[src/rtl/fph_defines.svh]
// Offsets, field positions, codes and counts of the parameter channel
`ifndef FPH_DEFINES_SVH
`define FPH_DEFINES_SVH

// ****************************************
// Register offsets (byte addresses)
// ****************************************
`define FPH_CTRL_OFS 8'h00
`define FPH_STAT_OFS 8'h04
`define FPH_CNT_OFS 8'h08
`define FPH_RC_OFS 8'h0c

// ****************************************
// Management byte fields and codings
// ****************************************
`define FPH_SID_LSB 0
`define FPH_SID_MSB 3
`define FPH_LEN_LSB 4
`define FPH_LEN_MSB 5
`define FPH_HS_BIT 6
`define FPH_ERR_BIT 7
`define FPH_SID_READ 4'h1
`define FPH_SID_WRITE 4'h2
`define FPH_LEN_FOUR 2'h3
`define FPH_RSVD_VAL 8'h00

// ****************************************
// Return codes
// ****************************************
`define FPH_CLS_SERVICE 8'h05
`define FPH_CLS_ACCESS 8'h06
`define FPH_CLS_OTHER 8'h08
`define FPH_EC_ILLEGAL 8'h05
`define FPH_EC_TYPE 8'h08
`define FPH_EC_HW 8'h02
`define FPH_EC_OTHER 8'h00
`define FPH_AC_NONE 8'h00
`define FPH_AC_FIRST 8'h10
`define FPH_AC_LOCK 8'h13
`define FPH_AC_SYSSW 8'h18
`define FPH_AC_LAST 8'h20

// ****************************************
// Reset values and counts
// ****************************************
`define FPH_CTRL_RST 1'b0
`define FPH_TIMEOUT 4000
`endif

[src/rtl/fph_pkg.sv]
// Types shared by the parameter channel handler and its users
package fph_pkg;

    // Eight-byte channel, byte 0 in the top bits
    typedef struct packed {
        logic [7:0] mgmt;
        logic [7:0] rsvd;
        logic [15:0] index;
        logic [31:0] data;
    } fph_chan_type;

    // Service handed to the parameter store
    typedef struct packed {
        logic write;
        logic [15:0] index;
        logic [31:0] wdata;
    } fph_req_type;

    // Execution states
    typedef enum logic [0:0] {
        FPH_IDLE = 1'b0,
        FPH_WAIT = 1'b1
    } fph_state_type;
endpackage

[src/rtl/fph_param_channel.sv]
// Parameter channel handler: decodes, executes and answers services
//
// Design decisions made here: the register offsets and the APB interface to the registers.
`timescale 1ns/100ps
`include "fph_defines.svh"

// Notes on behaviour
// - management byte: id, length, handshake, error
// - data right-justified, byte 7 least significant
// - failure sets flag, return code in bytes 4-7
// - error classes one to eight
// - drive-side failures reported as class 8
// - class 8 uses error code zero
// - additional high zero; low codes 00,10-12,1B,1C
// - codes 15, 16, 1D for bad values
// - codes 13, 14, 1E for lock, factory
// - codes 17, 18 for option, software
// - codes 1F, 20 for storage, output stage
// - codes 19, 1A for interface-only access
// - bad service coding gives 5/5/0
// - write length not four gives 6/8/0
// - internal failure gives 6/2/0, master retries
// - read ignores data and length bits
// - write always uses four-byte length
// - no toggle means echo only
// - old handshake returned while executing
// - toggled handshake signals completion
module fph_param_channel
    import fph_pkg::*;
#(
    parameter int TIMEOUT = `FPH_TIMEOUT
) (
    input wire logic clk,
    input wire logic rst,
    // APB slave
    input wire logic psel,
    input wire logic penable,
    input wire logic pwrite,
    input wire logic [7:0] paddr,
    input wire logic [31:0] pwdata,
    output logic [31:0] prdata,
    output logic pready,
    output logic pslverr,
    // Cyclic channel from and to the fieldbus side
    input wire logic chan_valid,
    input wire fph_chan_type chan_in,
    output fph_chan_type chan_out,
    // Parameter store
    output logic be_valid,
    output fph_req_type be_req,
    input wire logic be_done,
    input wire logic be_fail,
    input wire logic [7:0] be_code,
    input wire logic [31:0] be_rdata
);

    // ****************************************
    // Elaboration checks
    // ****************************************
    if (TIMEOUT < 2 || TIMEOUT > 65535) begin : g_chk
        $error("TIMEOUT out of range");
    end

    // ****************************************
    // Declarations
    // ****************************************
    fph_state_type state; // Execution state
    logic hs_seen; // Last handshake received
    logic hs_out; // Handshake returned
    logic held; // Answer frozen after completion
    logic lock; // Software parameter lock
    logic [15:0] tmo; // Watchdog on the store
    logic [15:0] done_cnt; // Completed services
    logic [31:0] last_rc; // Last return code
    logic last_err; // Last service failed
    fph_chan_type req; // Request captured at toggle
    logic toggle; // New service arrives
    logic [3:0] sid; // Service identifier
    logic [1:0] len; // Write length code
    logic bad_code; // Illegal coding
    logic bad_len; // Wrong write length
    logic locked; // Write refused by lock
    logic imm; // Finishes without the store
    logic fin; // Service completes now
    logic fin_err; // Completing service failed
    logic [31:0] fin_data; // Data or return code
    logic apb_rd; // Setup cycle of a read
    logic apb_wr; // Access cycle of a write
    logic hit; // Mapped address

    // Management fields of the incoming channel
    assign sid = chan_in.mgmt[`FPH_SID_MSB:`FPH_SID_LSB];
    assign len = chan_in.mgmt[`FPH_LEN_MSB:`FPH_LEN_LSB];

    // Only a handshake change starts a service
    assign toggle = chan_valid && state == FPH_IDLE &&
        chan_in.mgmt[`FPH_HS_BIT] != hs_seen;

    // ****************************************
    // Decode of a new service
    // ****************************************
    // Reserved byte or unknown identifier is a coding error
    always_comb begin
        bad_code = chan_in.rsvd != `FPH_RSVD_VAL ||
            (sid != `FPH_SID_READ && sid != `FPH_SID_WRITE);
        // Length matters only for writes; reads ignore it
        bad_len = sid == `FPH_SID_WRITE &&
            len != `FPH_LEN_FOUR;
        locked = sid == `FPH_SID_WRITE && lock;
        imm = bad_code || bad_len || locked;
    end

    // ****************************************
    // Completion and return code
    // ****************************************
    // Maps store answers and decode faults to the return code
    always_comb begin
        fin = 1'b0;
        fin_err = 1'b0;
        fin_data = req.data;
        if (toggle && imm) begin
            fin = 1'b1;
            fin_err = 1'b1;
            if (bad_code) begin
                // Class, code, additional high, low
                fin_data = {`FPH_CLS_SERVICE, `FPH_EC_ILLEGAL,
                    `FPH_AC_NONE, `FPH_AC_NONE};
            end else if (bad_len) begin
                fin_data = {`FPH_CLS_ACCESS, `FPH_EC_TYPE,
                    `FPH_AC_NONE, `FPH_AC_NONE};
            end else begin
                fin_data = {`FPH_CLS_OTHER, `FPH_EC_OTHER,
                    `FPH_AC_NONE, `FPH_AC_LOCK};
            end
        end else if (state == FPH_WAIT) begin
            if (be_fail || tmo == 16'h0000) begin
                // A hung store counts as an internal failure
                fin = 1'b1;
                fin_err = 1'b1;
                fin_data = {`FPH_CLS_ACCESS, `FPH_EC_HW,
                    `FPH_AC_NONE, `FPH_AC_NONE};
            end else if (be_done && be_code != `FPH_AC_NONE) begin
                fin = 1'b1;
                fin_err = 1'b1;
                // Unknown store codes become a software error
                if (be_code >= `FPH_AC_FIRST &&
                    be_code <= `FPH_AC_LAST) begin
                    fin_data = {`FPH_CLS_OTHER, `FPH_EC_OTHER,
                        `FPH_AC_NONE, be_code};
                end else begin
                    fin_data = {`FPH_CLS_OTHER, `FPH_EC_OTHER,
                        `FPH_AC_NONE, `FPH_AC_SYSSW};
                end
            end else if (be_done) begin
                fin = 1'b1;
                // Read returns value, byte 7 least significant
                fin_data = req.mgmt[`FPH_SID_MSB:`FPH_SID_LSB] ==
                    `FPH_SID_READ ? be_rdata : req.data;
            end
        end
    end

    // ****************************************
    // Execution state machine
    // ****************************************
    // Waits on the store; toggles while busy are ignored
    always_ff @(posedge clk or posedge rst) begin
        if (rst) begin
            state <= FPH_IDLE;
        end else begin
            case (state)
                FPH_IDLE: begin
                    if (toggle && !imm) begin
                        state <= FPH_WAIT;
                    end
                end
                FPH_WAIT: begin
                    if (fin) begin
                        state <= FPH_IDLE;
                    end
                end
                default: begin
                    state <= FPH_IDLE;
                end
            endcase
        end
    end

    // Captures the request and the new handshake
    always_ff @(posedge clk or posedge rst) begin
        if (rst) begin
            hs_seen <= 1'b0;
            req <= '0;
        end else if (toggle) begin
            hs_seen <= chan_in.mgmt[`FPH_HS_BIT];
            req <= chan_in;
        end
    end

    // Store request, one-cycle pulse at the start
    always_ff @(posedge clk or posedge rst) begin
        if (rst) begin
            be_valid <= 1'b0;
            be_req <= '0;
        end else begin
            be_valid <= toggle && !imm;
            if (toggle && !imm) begin
                be_req.write <= sid == `FPH_SID_WRITE;
                be_req.index <= chan_in.index;
                be_req.wdata <= chan_in.data;
            end
        end
    end

    // Watchdog so a silent store cannot hang the channel
    always_ff @(posedge clk or posedge rst) begin
        if (rst) begin
            tmo <= 16'hffff;
        end else if (toggle) begin
            tmo <= 16'(TIMEOUT);
        end else if (state == FPH_WAIT && tmo != 16'h0000) begin
            tmo <= tmo - 16'h0001;
        end
    end

    // ****************************************
    // Response channel
    // ****************************************
    // Old handshake until completion, then the new one
    always_ff @(posedge clk or posedge rst) begin
        if (rst) begin
            hs_out <= 1'b0;
            held <= 1'b0;
        end else if (fin) begin
            hs_out <= toggle ? chan_in.mgmt[`FPH_HS_BIT] :
                hs_seen;
            held <= 1'b1;
        end else if (toggle) begin
            held <= 1'b0;
        end
    end

    // Echo while idle or busy, frozen answer after completion
    always_ff @(posedge clk or posedge rst) begin
        if (rst) begin
            chan_out <= '0;
        end else if (fin) begin
            chan_out.mgmt <= {fin_err,
                toggle ? chan_in.mgmt[`FPH_HS_BIT] : hs_seen,
                toggle ? chan_in.mgmt[5:0] : req.mgmt[5:0]};
            chan_out.rsvd <= `FPH_RSVD_VAL;
            chan_out.index <= toggle ? chan_in.index : req.index;
            chan_out.data <= fin_data;
        end else if (chan_valid && (!held || toggle)) begin
            chan_out <= chan_in;
            chan_out.mgmt[`FPH_HS_BIT] <= hs_out;
            chan_out.mgmt[`FPH_ERR_BIT] <= 1'b0;
        end
    end

    // ****************************************
    // Statistics for software
    // ****************************************
    // Counts completions and keeps the last return code
    always_ff @(posedge clk or posedge rst) begin
        if (rst) begin
            done_cnt <= 16'h0000;
            last_rc <= 32'h00000000;
            last_err <= 1'b0;
        end else if (fin) begin
            done_cnt <= done_cnt + 16'h0001;
            last_err <= fin_err;
            last_rc <= fin_err ? fin_data : 32'h00000000;
        end
    end

    // ****************************************
    // APB slave
    // ****************************************
    // Zero wait states; unmapped offsets answer with an error
    always_comb begin
        hit = paddr == `FPH_CTRL_OFS || paddr == `FPH_STAT_OFS ||
            paddr == `FPH_CNT_OFS || paddr == `FPH_RC_OFS;
        apb_rd = psel && !penable && !pwrite;
        apb_wr = psel && penable && pwrite;
        pready = psel && penable;
        pslverr = psel && penable && !hit;
    end

    // Control: bit 0 locks parameter writes
    always_ff @(posedge clk or posedge rst) begin
        if (rst) begin
            lock <= `FPH_CTRL_RST;
        end else if (apb_wr && paddr == `FPH_CTRL_OFS) begin
            lock <= pwdata[0];
        end
    end

    // Read data is fetched in the setup cycle
    always_ff @(posedge clk or posedge rst) begin
        if (rst) begin
            prdata <= 32'h00000000;
        end else if (apb_rd) begin
            case (paddr)
                `FPH_CTRL_OFS: prdata <= {31'h0, lock};
                `FPH_STAT_OFS: prdata <= {28'h0, last_err, held,
                    hs_out, state == FPH_WAIT};
                `FPH_CNT_OFS: prdata <= {16'h0, done_cnt};
                `FPH_RC_OFS: prdata <= last_rc;
                default: prdata <= 32'h00000000;
            endcase
        end
    end

endmodule

[config.mk]
export PLATFORM = sky130hd
export DESIGN_NAME = fph_param_channel
export DESIGN_NICKNAME = d
export VERILOG_FILES = /design/src/rtl/fph_pkg.sv /design/src/rtl/fph_param_channel.sv
export VERILOG_INCLUDE_DIRS = /design/src /design/src/rtl
export SDC_FILE = /design/constraint.sdc
export NUM_CORES = 1
export LEC_CHECK = 0
export ABC_AREA = 0
export BUFFER_PORTS_ARGS = -buffer_cell sky130_fd_sc_hd__buf_2
export CAP_MARGIN = 5
export CORE_MARGIN = 2
export CORE_UTILIZATION = 55
export DETAILED_ROUTE_END_ITERATION = 12
export PLACE_DENSITY = 0.82
export RECOVER_POWER = 50
export SLEW_MARGIN = 20
export SYNTH_ARGS = -nofsm -noshare
export SYNTH_HDL_FRONTEND = slang
export SYNTH_SLANG_ARGS = --single-unit
[constraint.sdc]
create_clock -name clk -period 16.8 [get_ports clk]
set_input_delay 0.84 -clock clk [delete_from_list [all_inputs] [get_ports clk]]
set_output_delay 0.84 -clock clk [all_outputs]
set_load 0.05 [all_outputs]
# After elaboration in Yosys (flattened, before gate mapping)

Cells that the tools add are included.

Bits in latches: 0
Bits in writable memories: 0
Memories kept: 0
Logic and storage cells: 105
Bits in read-only memories: 0
Register bits after elaboration: 270

Shift operators: 0
Divide/modulo/power cells: 0
Multiply operators: 0
Add/sub/neg operators: 2
$lt $le $gt $ge: 2
Eq/ne operators: 9
Multiplexer cells: 32
Reduce and logical (&&, ||, !) cells: 38
Bitwise gates (word level): 1

Operator list:

| operator                                                        | count |
|---|---|
| two-way mux 32 bit                                              | 8 |
| two-way mux 64 bit                                              | 2 |
| case mux 32 bit (4 select lines)                                | 1 |
| two-way mux 16 bit                                              | 3 |
| two-way mux 28 bit                                              | 1 |
| logical AND 1 bit                                               | 17 |
| adder 16 x 1 -> 16 bit (second input constant)                  | 1 |
| == test 8 x 4 -> 1 bit (second input constant)                  | 2 |
| zero test 16 bit                                                | 1 |
| nonzero test 16 bit                                             | 1 |
| nonzero test 8 bit                                              | 2 |
| subtractor 16 x 1 -> 16 bit (second input constant)             | 1 |
| two-way mux 1 bit                                               | 14 |
| == test 8 x 3 -> 1 bit (second input constant)                  | 1 |
| >= comparator 8 x 5 -> 1 bit (second input constant)            | 1 |
| less-or-equal comparator 8 x 6 -> 1 bit (second input constant) | 1 |
| zero test 8 bit                                                 | 1 |
| logical OR 1 bit                                                | 8 |
| two-way mux 8 bit                                               | 1 |
| two-way mux 6 bit                                               | 1 |
| nonzero test 2 bit                                              | 3 |
| zero test 1 bit                                                 | 5 |
| == test 4 x 1 -> 1 bit (second input constant)                  | 1 |
| == test 4 x 2 -> 1 bit (second input constant)                  | 1 |
| other kinds (6)                                                 | 6 |

# Logic depth before layout (Yosys ltp)

Gate-level depths: netlist (run 1).

Depth after elaboration: 9
Depth in mapped cells: 9

# Worst setup path after synthesis (run 1)

Ideal clock, no wire load.

Path kind: input -> output
Start: in penable
End: out pslverr
Cell stages on the path: 2
Path slack: 13.883 ns
Buffers on the path: 0
Data arrival time: 2.077 ns
Cell sequence: and2_1 nor2b_1

Word-level cells in the longest chain between the ends: 2

Ends and longest elaborated chain:

| element                        | RTL line                 | RTL |
|---|---|---|
| start, declared                | fph_param_channel.sv:37  | `input wire logic penable,` |
| logical AND 1 bit (2 in a row) | fph_param_channel.sv:287 | `pslverr = psel && penable && !hit;` |
| end, declared                  | fph_param_channel.sv:43  | `output logic pslverr,` |

No other way between the ends.

==> results.md, run 1 <==
- FF+latch area: 6780 um^2
- Chip Height: 152 um
- Maximum number of pins on one net before global-route repair: 145
- Area delta synth->final: 19.0%
- FF-to-FF path depth: 6
- Power share of the sequential group: 0.416
- Int Pwr: 1290 uW
- Count of input and output buffers: 267
- Measured slew at the worst slew-check pin: 6.08 ns
- Multi-input logic area: 4930 um^2
- Reg2reg end: chan_out[4]$_DFFE_PP0P_
- Initial Utilization: 0.555
- Number of antenna violations at the first check in global routing: 8
- Post-Place Worst Slack: 12.85 ns
- WHS: 0.462 ns
- Hold_buf cts: 0
- Gate Count Post-Synth: 1089
- R2R Setup Slk: 13.08 ns
- Dominant cells by area after synthesis: dfrtp_1 (53%), mux2_2 (9.5%), nand2_1 (8.2%)
- Longest Clk Path Bufs: 3
- Failing checks: capacitance limit, slew limit
- Post-DP HPWL: 21.2 mm
- Root Driver: clkbuf_16
- Via count: 9624
- Share of the synthesized area in the top cell type: 0.529
- Worst hold endpoint: req[45]$_DFFE_PP0P_
- Sequential share of the synthesized area: 0.564
- Hold wc startpoint: req[45]$_DFFE_PP0P_
- Post-synthesis cell type count: 68
- Num rows: 54
- Reg2reg start: state$_DFF_PP0_
- Cell Area, Synth: 12000 um^2
- DRT iter0 DRCs: 640
- CTS tree: built
- Switching Share: 0.361
- CP Launch Type: input pin
- Worst setup margin: 10.12 ns
- Max Freq: 0.150 GHz
- Synth top cells by count: nand2_1 (263), dfrtp_1 (254), mux2_2 (101)
- Worst Path Max Fanout: 144
- Fin Setup TNS: 0 ns
- Drt total wl: 32.1 mm
- DRC Markers: 0
- Post-layout net count: 1485
- Post-synth EDFFs: 0
- Congestion Overflow GR: 0
- Count leader, synth: nand2_1
- Post-synth top flop: dfrtp_1
- Max-slew headroom: -3.08
- Fin crit period: 6.68 ns
- Status: finished with violations
- Hold depth: 2
- Total track usage: 0.274
- RePlAce Congestion: 0.861
- Fin Clk Skew: 0.0193 ns
- Final hold violations: 0
- Clock power frac: 0.307
- Fin. max-slew vios: 202
- Data required, critical path: 16.81 ns
- Max cap viols: 2
- Switching pwr: 728 uW
- Synth Area per Inst: 11.0 um^2
- RSZ-0062 raised after global routing: false
- First-pass GRT wire length: 49.4 mm
- Critical Setup Path Class: input pin to asynchronous set/reset pin
- CTS resizes: 0
- Post-route cell area: 14300 um^2
- Layout cells sized above 1: 0.233
- Setup Viol. Count Final: 0
- Pwr Density: 141 nW/um^2
- Warnings from Yosys: 0
- Worst-Skew Late Latency: 0.55 ns
- Detailed Routing Iterations Pass 1: 5
- Core area: 21600 um^2
- Logic pwr share: 0.277
- #FFs+latches synth: 270
- Period utilisation layout: 0.397
- Worst setup EP type: asynchronous set/reset pin
- WL/cell: 19.6 um
- FFs w/ async S/R, synth: 1.00
- Clock transition at path regs: 0.06 ns
- Die footprint: 23000 um^2
- Pleak: 0.00663 uW
- Vias per inst: 5.87
- Final Core Density: 0.661
- Synth area leader: dfrtp_1
- Placed instance area: 13500 um^2
- CTS HTree Levels: 1
- CTS Buf Count: 28
- Clock Sinks: 270
- Horiz. Die Dim: 152 um
- Min-delay worst type: register to register
- Post-CTS Setup Inserts: 0
- Vias in the first global route: 9568
- Final antenna-violating net count: 0
- Fillers: 1705
- Syn_nets: 1244
- I/O pins: 300
- Arrival time at the worst endpoint: 6.68 ns
- Peak supply drop: 0.0000856 V
==> power groups by stage <==
stage | Sequential, uW | Clock [uW] | Combinational, uW
finish | 839 | 618 | 559
global route | 852 | 652 | 599
CTS | 835 | 625 | 575
detailed placement | 845 | 0 | 572
global placement | 838 | 0 | 558
floorplan | 1020 | 0 | 235
==> registers in the layout, indices dropped and copies added (netlist names) <==
name,cells
hs_seen,1
last_err,1
req,54
prdata,32
last_rc,32
hs_out,1
lock,1
done_cnt,16
held,1
be_valid,1
chan_out,64
tmo,16
be_req,49
state,1
==> critical path: stages <==
cell and delay, ns:
buf_2 0.10, clkinvlp_2 3.36, clkbuf_1 2.26
==> routing by layer <==
layer  wire (um)  track usage  part of all wire
met1       12600        0.346              0.39
met2       15600        0.454              0.49
met3        2520       0.0554             0.079
met4        1290        0.130             0.040
met5           0            0                 0
==> how the worst max path moves through the flow <==
stage                                          end             from
after floorplan              be_req[0]$_DFFE_PP0P_              rst
after global placement     chan_out[4]$_DFFE_PP0P_      chan_in[62]
after detailed placement   chan_out[4]$_DFFE_PP0P_      chan_in[62]
after CTS                  chan_out[4]$_DFFE_PP0P_  state$_DFF_PP0_
after global routing      chan_out[32]$_DFFE_PP0P_              rst
final                       be_req[39]$_DFFE_PP0P_              rst
==> layout make-up <==
class / count / share of cell area
Clock buffer: 40 / 0.0557
Antenna cell: 9 / 0.00158
Sequential cell: 270 / 0.474
Clock inverter: 11 / 0.00867
Tap cell: 280 / 0.0245
Timing Repair Buffer: 280 / 0.0873
Inverter: 9 / 0.00245
Multi-Input combinational cell: 741 / 0.345
==> per-stage QoR <==
stage	total power, uW	instances
2_1_floorplan	1260	1089
3_3_place_gp	1400	1580
3_5_place_dp	1420	1580
4_1_cts	2040	1631
5_1_grt	2100	1638
6_report	2020	1640
==> placed cells by master (no fill, tap or decap), types with 9 or more instances in the layout <==
cell and instances:
a21oi_1 21, a22oi_1 17, a2bb2oi_1 21, and3_1 25, buf_2 121, buf_4 12
clkbuf_1 154, clkbuf_16 28, dfrtp_1 254, dfstp_2 16, diode_2 9, mux2_2 100
mux2i_1 35, nand2_1 263, nand3_1 12, nand4_1 9, nor2_1 21, nor3_1 12
o21ai_0 44, o2bb2ai_1 17, xnor2_1 16, xor2_1 12
==> logic make-up after synthesis <==
kind of cell             share of synthesized area
XOR/XNOR                                    0.0204
adder cells (fa/ha/maj)                    0.00313
buffers and inverters                       0.0277
AO/OA/AOI/OAI                                0.116
AND/OR/NAND/NOR                              0.145
multiplexers                                 0.124
flip-flops                                   0.564
Note: power is estimated with default switching activity, not from simulation.
==> inputs of run 2 (changes only) <==
- CORE_UTILIZATION: 55 -> 48
- PLACE_DENSITY: 0.82 -> 0.76
- clock period: 16.8 -> 5.9 ns (I/O delays scaled with it)
==> run 2 against run 1 <==
Net effect:
- the flow still finishes with violations (capacitance limit, slew limit)
- worst setup slack worse by 8.1 ns
- clock skew down 0.011 ns
- routed wire length up 3.7%
==> results.md, run 2 (synthesis results as in run 1) <==
- CTS Buf Count: 29 (was 28)
- Fin Clk Skew: 0.00861 ns (was 0.0193 ns)
- Max cap viols: 1 (was 2)
- Commonest non-fill, non-tap cells in the layout: nand2_1 (263), dfrtp_1 (254), clkbuf_1 (151), buf_2 (120), mux2_2 (100) (was nand2_1 (263), dfrtp_1 (254), clkbuf_1 (154), buf_2 (121), mux2_2 (100))
- CP Launch Type: input pin (unchanged)
- Detailed Routing Iterations Pass 1: 5 (unchanged)
- Max reg flops: 64 (unchanged)
- Area delta synth->final: 23.9% (was 19.0%)
- Switching pwr: 2090 uW (was 728 uW)
- Longest Clk Path Bufs: 3 (unchanged)
- Placed instance count: 1624 (was 1580)
- Status: finished with violations (unchanged)
- Post-Place Worst Slack: 2.56 ns (was 12.85 ns)
- Largest delay contributor family on the critical path: buffers and inverters (unchanged)
- Final Core Density: 0.608 (was 0.661)
- Reg2reg end: chan_out[38]$_DFFE_PP0P_ (was chan_out[4]$_DFFE_PP0P_)
- I/O pins: 300 (unchanged)
- CP peak stage delay: 2.07 ns (was 3.36 ns)
- Power share of the sequential group: 0.410 (was 0.416)
- Failing checks: capacitance limit, slew limit (unchanged)
- RePlAce Congestion: 0.879 (was 0.861)
- Crit path buf inv count: 4 (was 3)
- R2R Setup Slk: 2.68 ns (was 13.08 ns)
- Count of input and output buffers: 267 (unchanged)
- Horiz. Die Dim: 162 um (was 152 um)
- CTS resizes: 0 (unchanged)
- Clock Sinks: 270 (unchanged)
- Critical path cell sequence: dlygate4sd3_1, buf_2, clkinvlp_2, clkbuf_2 (was buf_2, clkinvlp_2, clkbuf_1)
- DRC Markers: 0 (unchanged)
- Min-delay worst type: input pin to register (was register to register)
- Critical Setup Path Class: input pin to asynchronous set/reset pin (unchanged)
- Worst setup margin: 2.01 ns (was 10.12 ns)
- Max-slew headroom: -0.819 (was -3.08)
- Post-DP HPWL: 21.9 mm (was 21.2 mm)
- Max Freq: 0.257 GHz
- Clock power frac: 0.313 (was 0.307)
- Post-CTS Setup Inserts: 0 (unchanged)
- RSZ-0062 raised after global routing: false (unchanged)
- Switching Share: 0.360 (was 0.361)
- Clock transition at path regs: 0.06 ns (about the same)
- Arrival time at the worst endpoint: 3.95 ns (was 6.68 ns)
- Data required, critical path: 5.96 ns (was 16.81 ns)
- Worst hold endpoint: req[45]$_DFFE_PP0P_ (unchanged)
- Register bank with the most flops: chan_out (unchanged)
- Worst-Skew Late Latency: 0.55 ns (about the same)
- Pleak: 0.00686 uW (was 0.00663 uW)
- Number of antenna violations at the first check in global routing: 10 (was 8)
- Commonest non-fill, non-tap cell in the layout: nand2_1 (unchanged)
- CTS tree: built (unchanged)
- Reg2reg start: tmo[0]$_DFFE_PP1P_ (was state$_DFF_PP0_)
- WL/cell: 19.2 um (was 19.6 um)
- Die footprint: 26300 um^2 (was 23000 um^2)
- Final antenna-violating net count: 0 (unchanged)
- First-pass GRT wire length: 52.8 mm (was 49.4 mm)
- Vias per inst: 5.64 (was 5.87)
- CTS HTree Levels: 1 (unchanged)
- Int Pwr: 3730 uW (was 1290 uW)
- Pwr Density: 392 nW/um^2 (was 141 nW/um^2)
- Chip Height: 162 um (was 152 um)
- WHS: 0.0126 ns (was 0.462 ns)
- Fin crit period: 3.89 ns
- Logic pwr share: 0.277 (about the same)
- DRT iter0 DRCs: 872 (was 640)
- Measured slew at the worst slew-check pin: 2.73 ns (was 6.08 ns)
- Final hold violations: 0 (unchanged)
- Layout cells sized above 1: 0.229 (was 0.233)
- Worst Path Max Fanout: 110 (was 144)
- Hold depth: 3 (was 2)
- Fin Setup TNS: 0 ns (unchanged)
- Root Driver: clkbuf_16 (unchanged)
- Initial Utilization: 0.491 (was 0.555)
- Drt total wl: 33.3 mm (was 32.1 mm)
- Post-layout net count: 1534 (was 1485)
- Maximum number of pins on one net before global-route repair: 111 (was 145)
- Fillers: 2040 (was 1705)
- Worst setup EP type: asynchronous set/reset pin (unchanged)
- Setup Viol. Count Final: 0 (unchanged)
- Crit path max-delay cell type: clkbuf_2 (was clkinvlp_2)
- Fin. max-slew vios: 111 (was 202)
- Num rows: 57 (was 54)
- Total track usage: 0.252 (was 0.274)
- Via count: 9788 (was 9624)
- Vias in the first global route: 9910 (was 9568)
- Core area: 24500 um^2 (was 21600 um^2)
- Finished Layout Cells: 1736 (was 1640)
- FF-to-FF path depth: 8 (was 6)
- Biggest registers after layout: chan_out (64), req (54), be_req (49) (unchanged)
- Peak supply drop: 0.000279 V (was 0.0000856 V)
- Period utilisation layout: 0.659
- Hold wc startpoint: chan_in[45] (was req[45]$_DFFE_PP0P_)
- Congestion Overflow GR: 0 (unchanged)
run 2: cell count changes in the layout (fill, tap and decap cells not counted), sizes merged:
| cell | previous run | this run |
|---|---|---|
| diode | 9 | 10 |
| inv | 8 | 9 |
| dlygate4sd3 | 0 | 48 |
| clkinvlp | 4 | 5 |
| bufinv | 2 | 1 |
| clkinv | 6 | 5 |
| clkbuf | 187 | 191 |
| buf | 133 | 132 |
run 2: power groups by stage:
stage | sequential [uW] | clock, uW | combinational, uW
global placement | 2390 | 0 | 1600
floorplan | 2910 | 0 | 669
CTS | 2380 | 1850 | 1660
global route | 2430 | 1930 | 1720
detailed placement | 2410 | 0 | 1630
finish | 2390 | 1820 | 1610
run 2: how the worst max path moves through the flow:
| stage | from | to | slack (ns) | cells past startpoint |
|---|---|---|---|---|
| after floorplan | rst | be_req[0]$_DFFE_PP0P_ | 2.05 | 1 |
| after global placement | chan_in[52] | chan_out[39]$_DFFE_PP0P_ | 2.63 | 8 |
| after detailed placement | chan_in[52] | chan_out[40]$_DFFE_PP0P_ | 2.56 | 8 |
| after CTS | chan_in[53] | chan_out[40]$_DFFE_PP0P_ | 2.58 | 9 |
| after global routing | rst | chan_out[38]$_DFFE_PP0P_ | 1.20 | 4 |
| final | rst | chan_out[38]$_DFFE_PP0P_ | 2.01 | 4 |
run 2: final cells by class:
type	instances	area, um^2	area share
Clock inverter	11	97.6	0.00656
Multi-Input combinational cell	741	4940	0.332
Timing Repair Buffer	328	1730	0.116
Tap cell	324	405	0.0272
Sequential cell	270	6780	0.455
Inverter	9	35.0	0.00235
Clock buffer	43	878	0.0590
Antenna cell	10	25.0	0.00168
run 2: routing by layer:
| layer | vias to the layer above | part of all wire | track usage |
|---|---|---|---|
| met5 | - | 0.00048 | 0 |
| met4 | 2 | 0.041 | 0.110 |
| met3 | 103 | 0.068 | 0.0434 |
| met2 | 394 | 0.49 | 0.422 |
| met1 | 4832 | 0.40 | 0.324 |
| li1 | 4457 | - | - |
run 2: what timing repair did:
item / in CTS / in global routing
hold buffers: 47 / 1
hold endpoints to repair: 78 / 1
endpoints found under the setup margin: 0 / 0
run 2: through the flow:
step	power, uW	cell area (um^2)
floorplan	3580	12000
global placement	3990	13600
detailed placement	4040	13600
CTS	5900	15000
global route	6080	14900
finish	5830	14900
run 2: worst register-to-register path, delay by kind of cell (launching register included):
kind | cells | cell delay, ns
compound gates | 2 | 0.69
fa+ha+maj | 1 | 0.21
buf+inv | 2 | 0.50
flops | 1 | 0.55
mux | 1 | 0.39
simple gates | 2 | 0.77
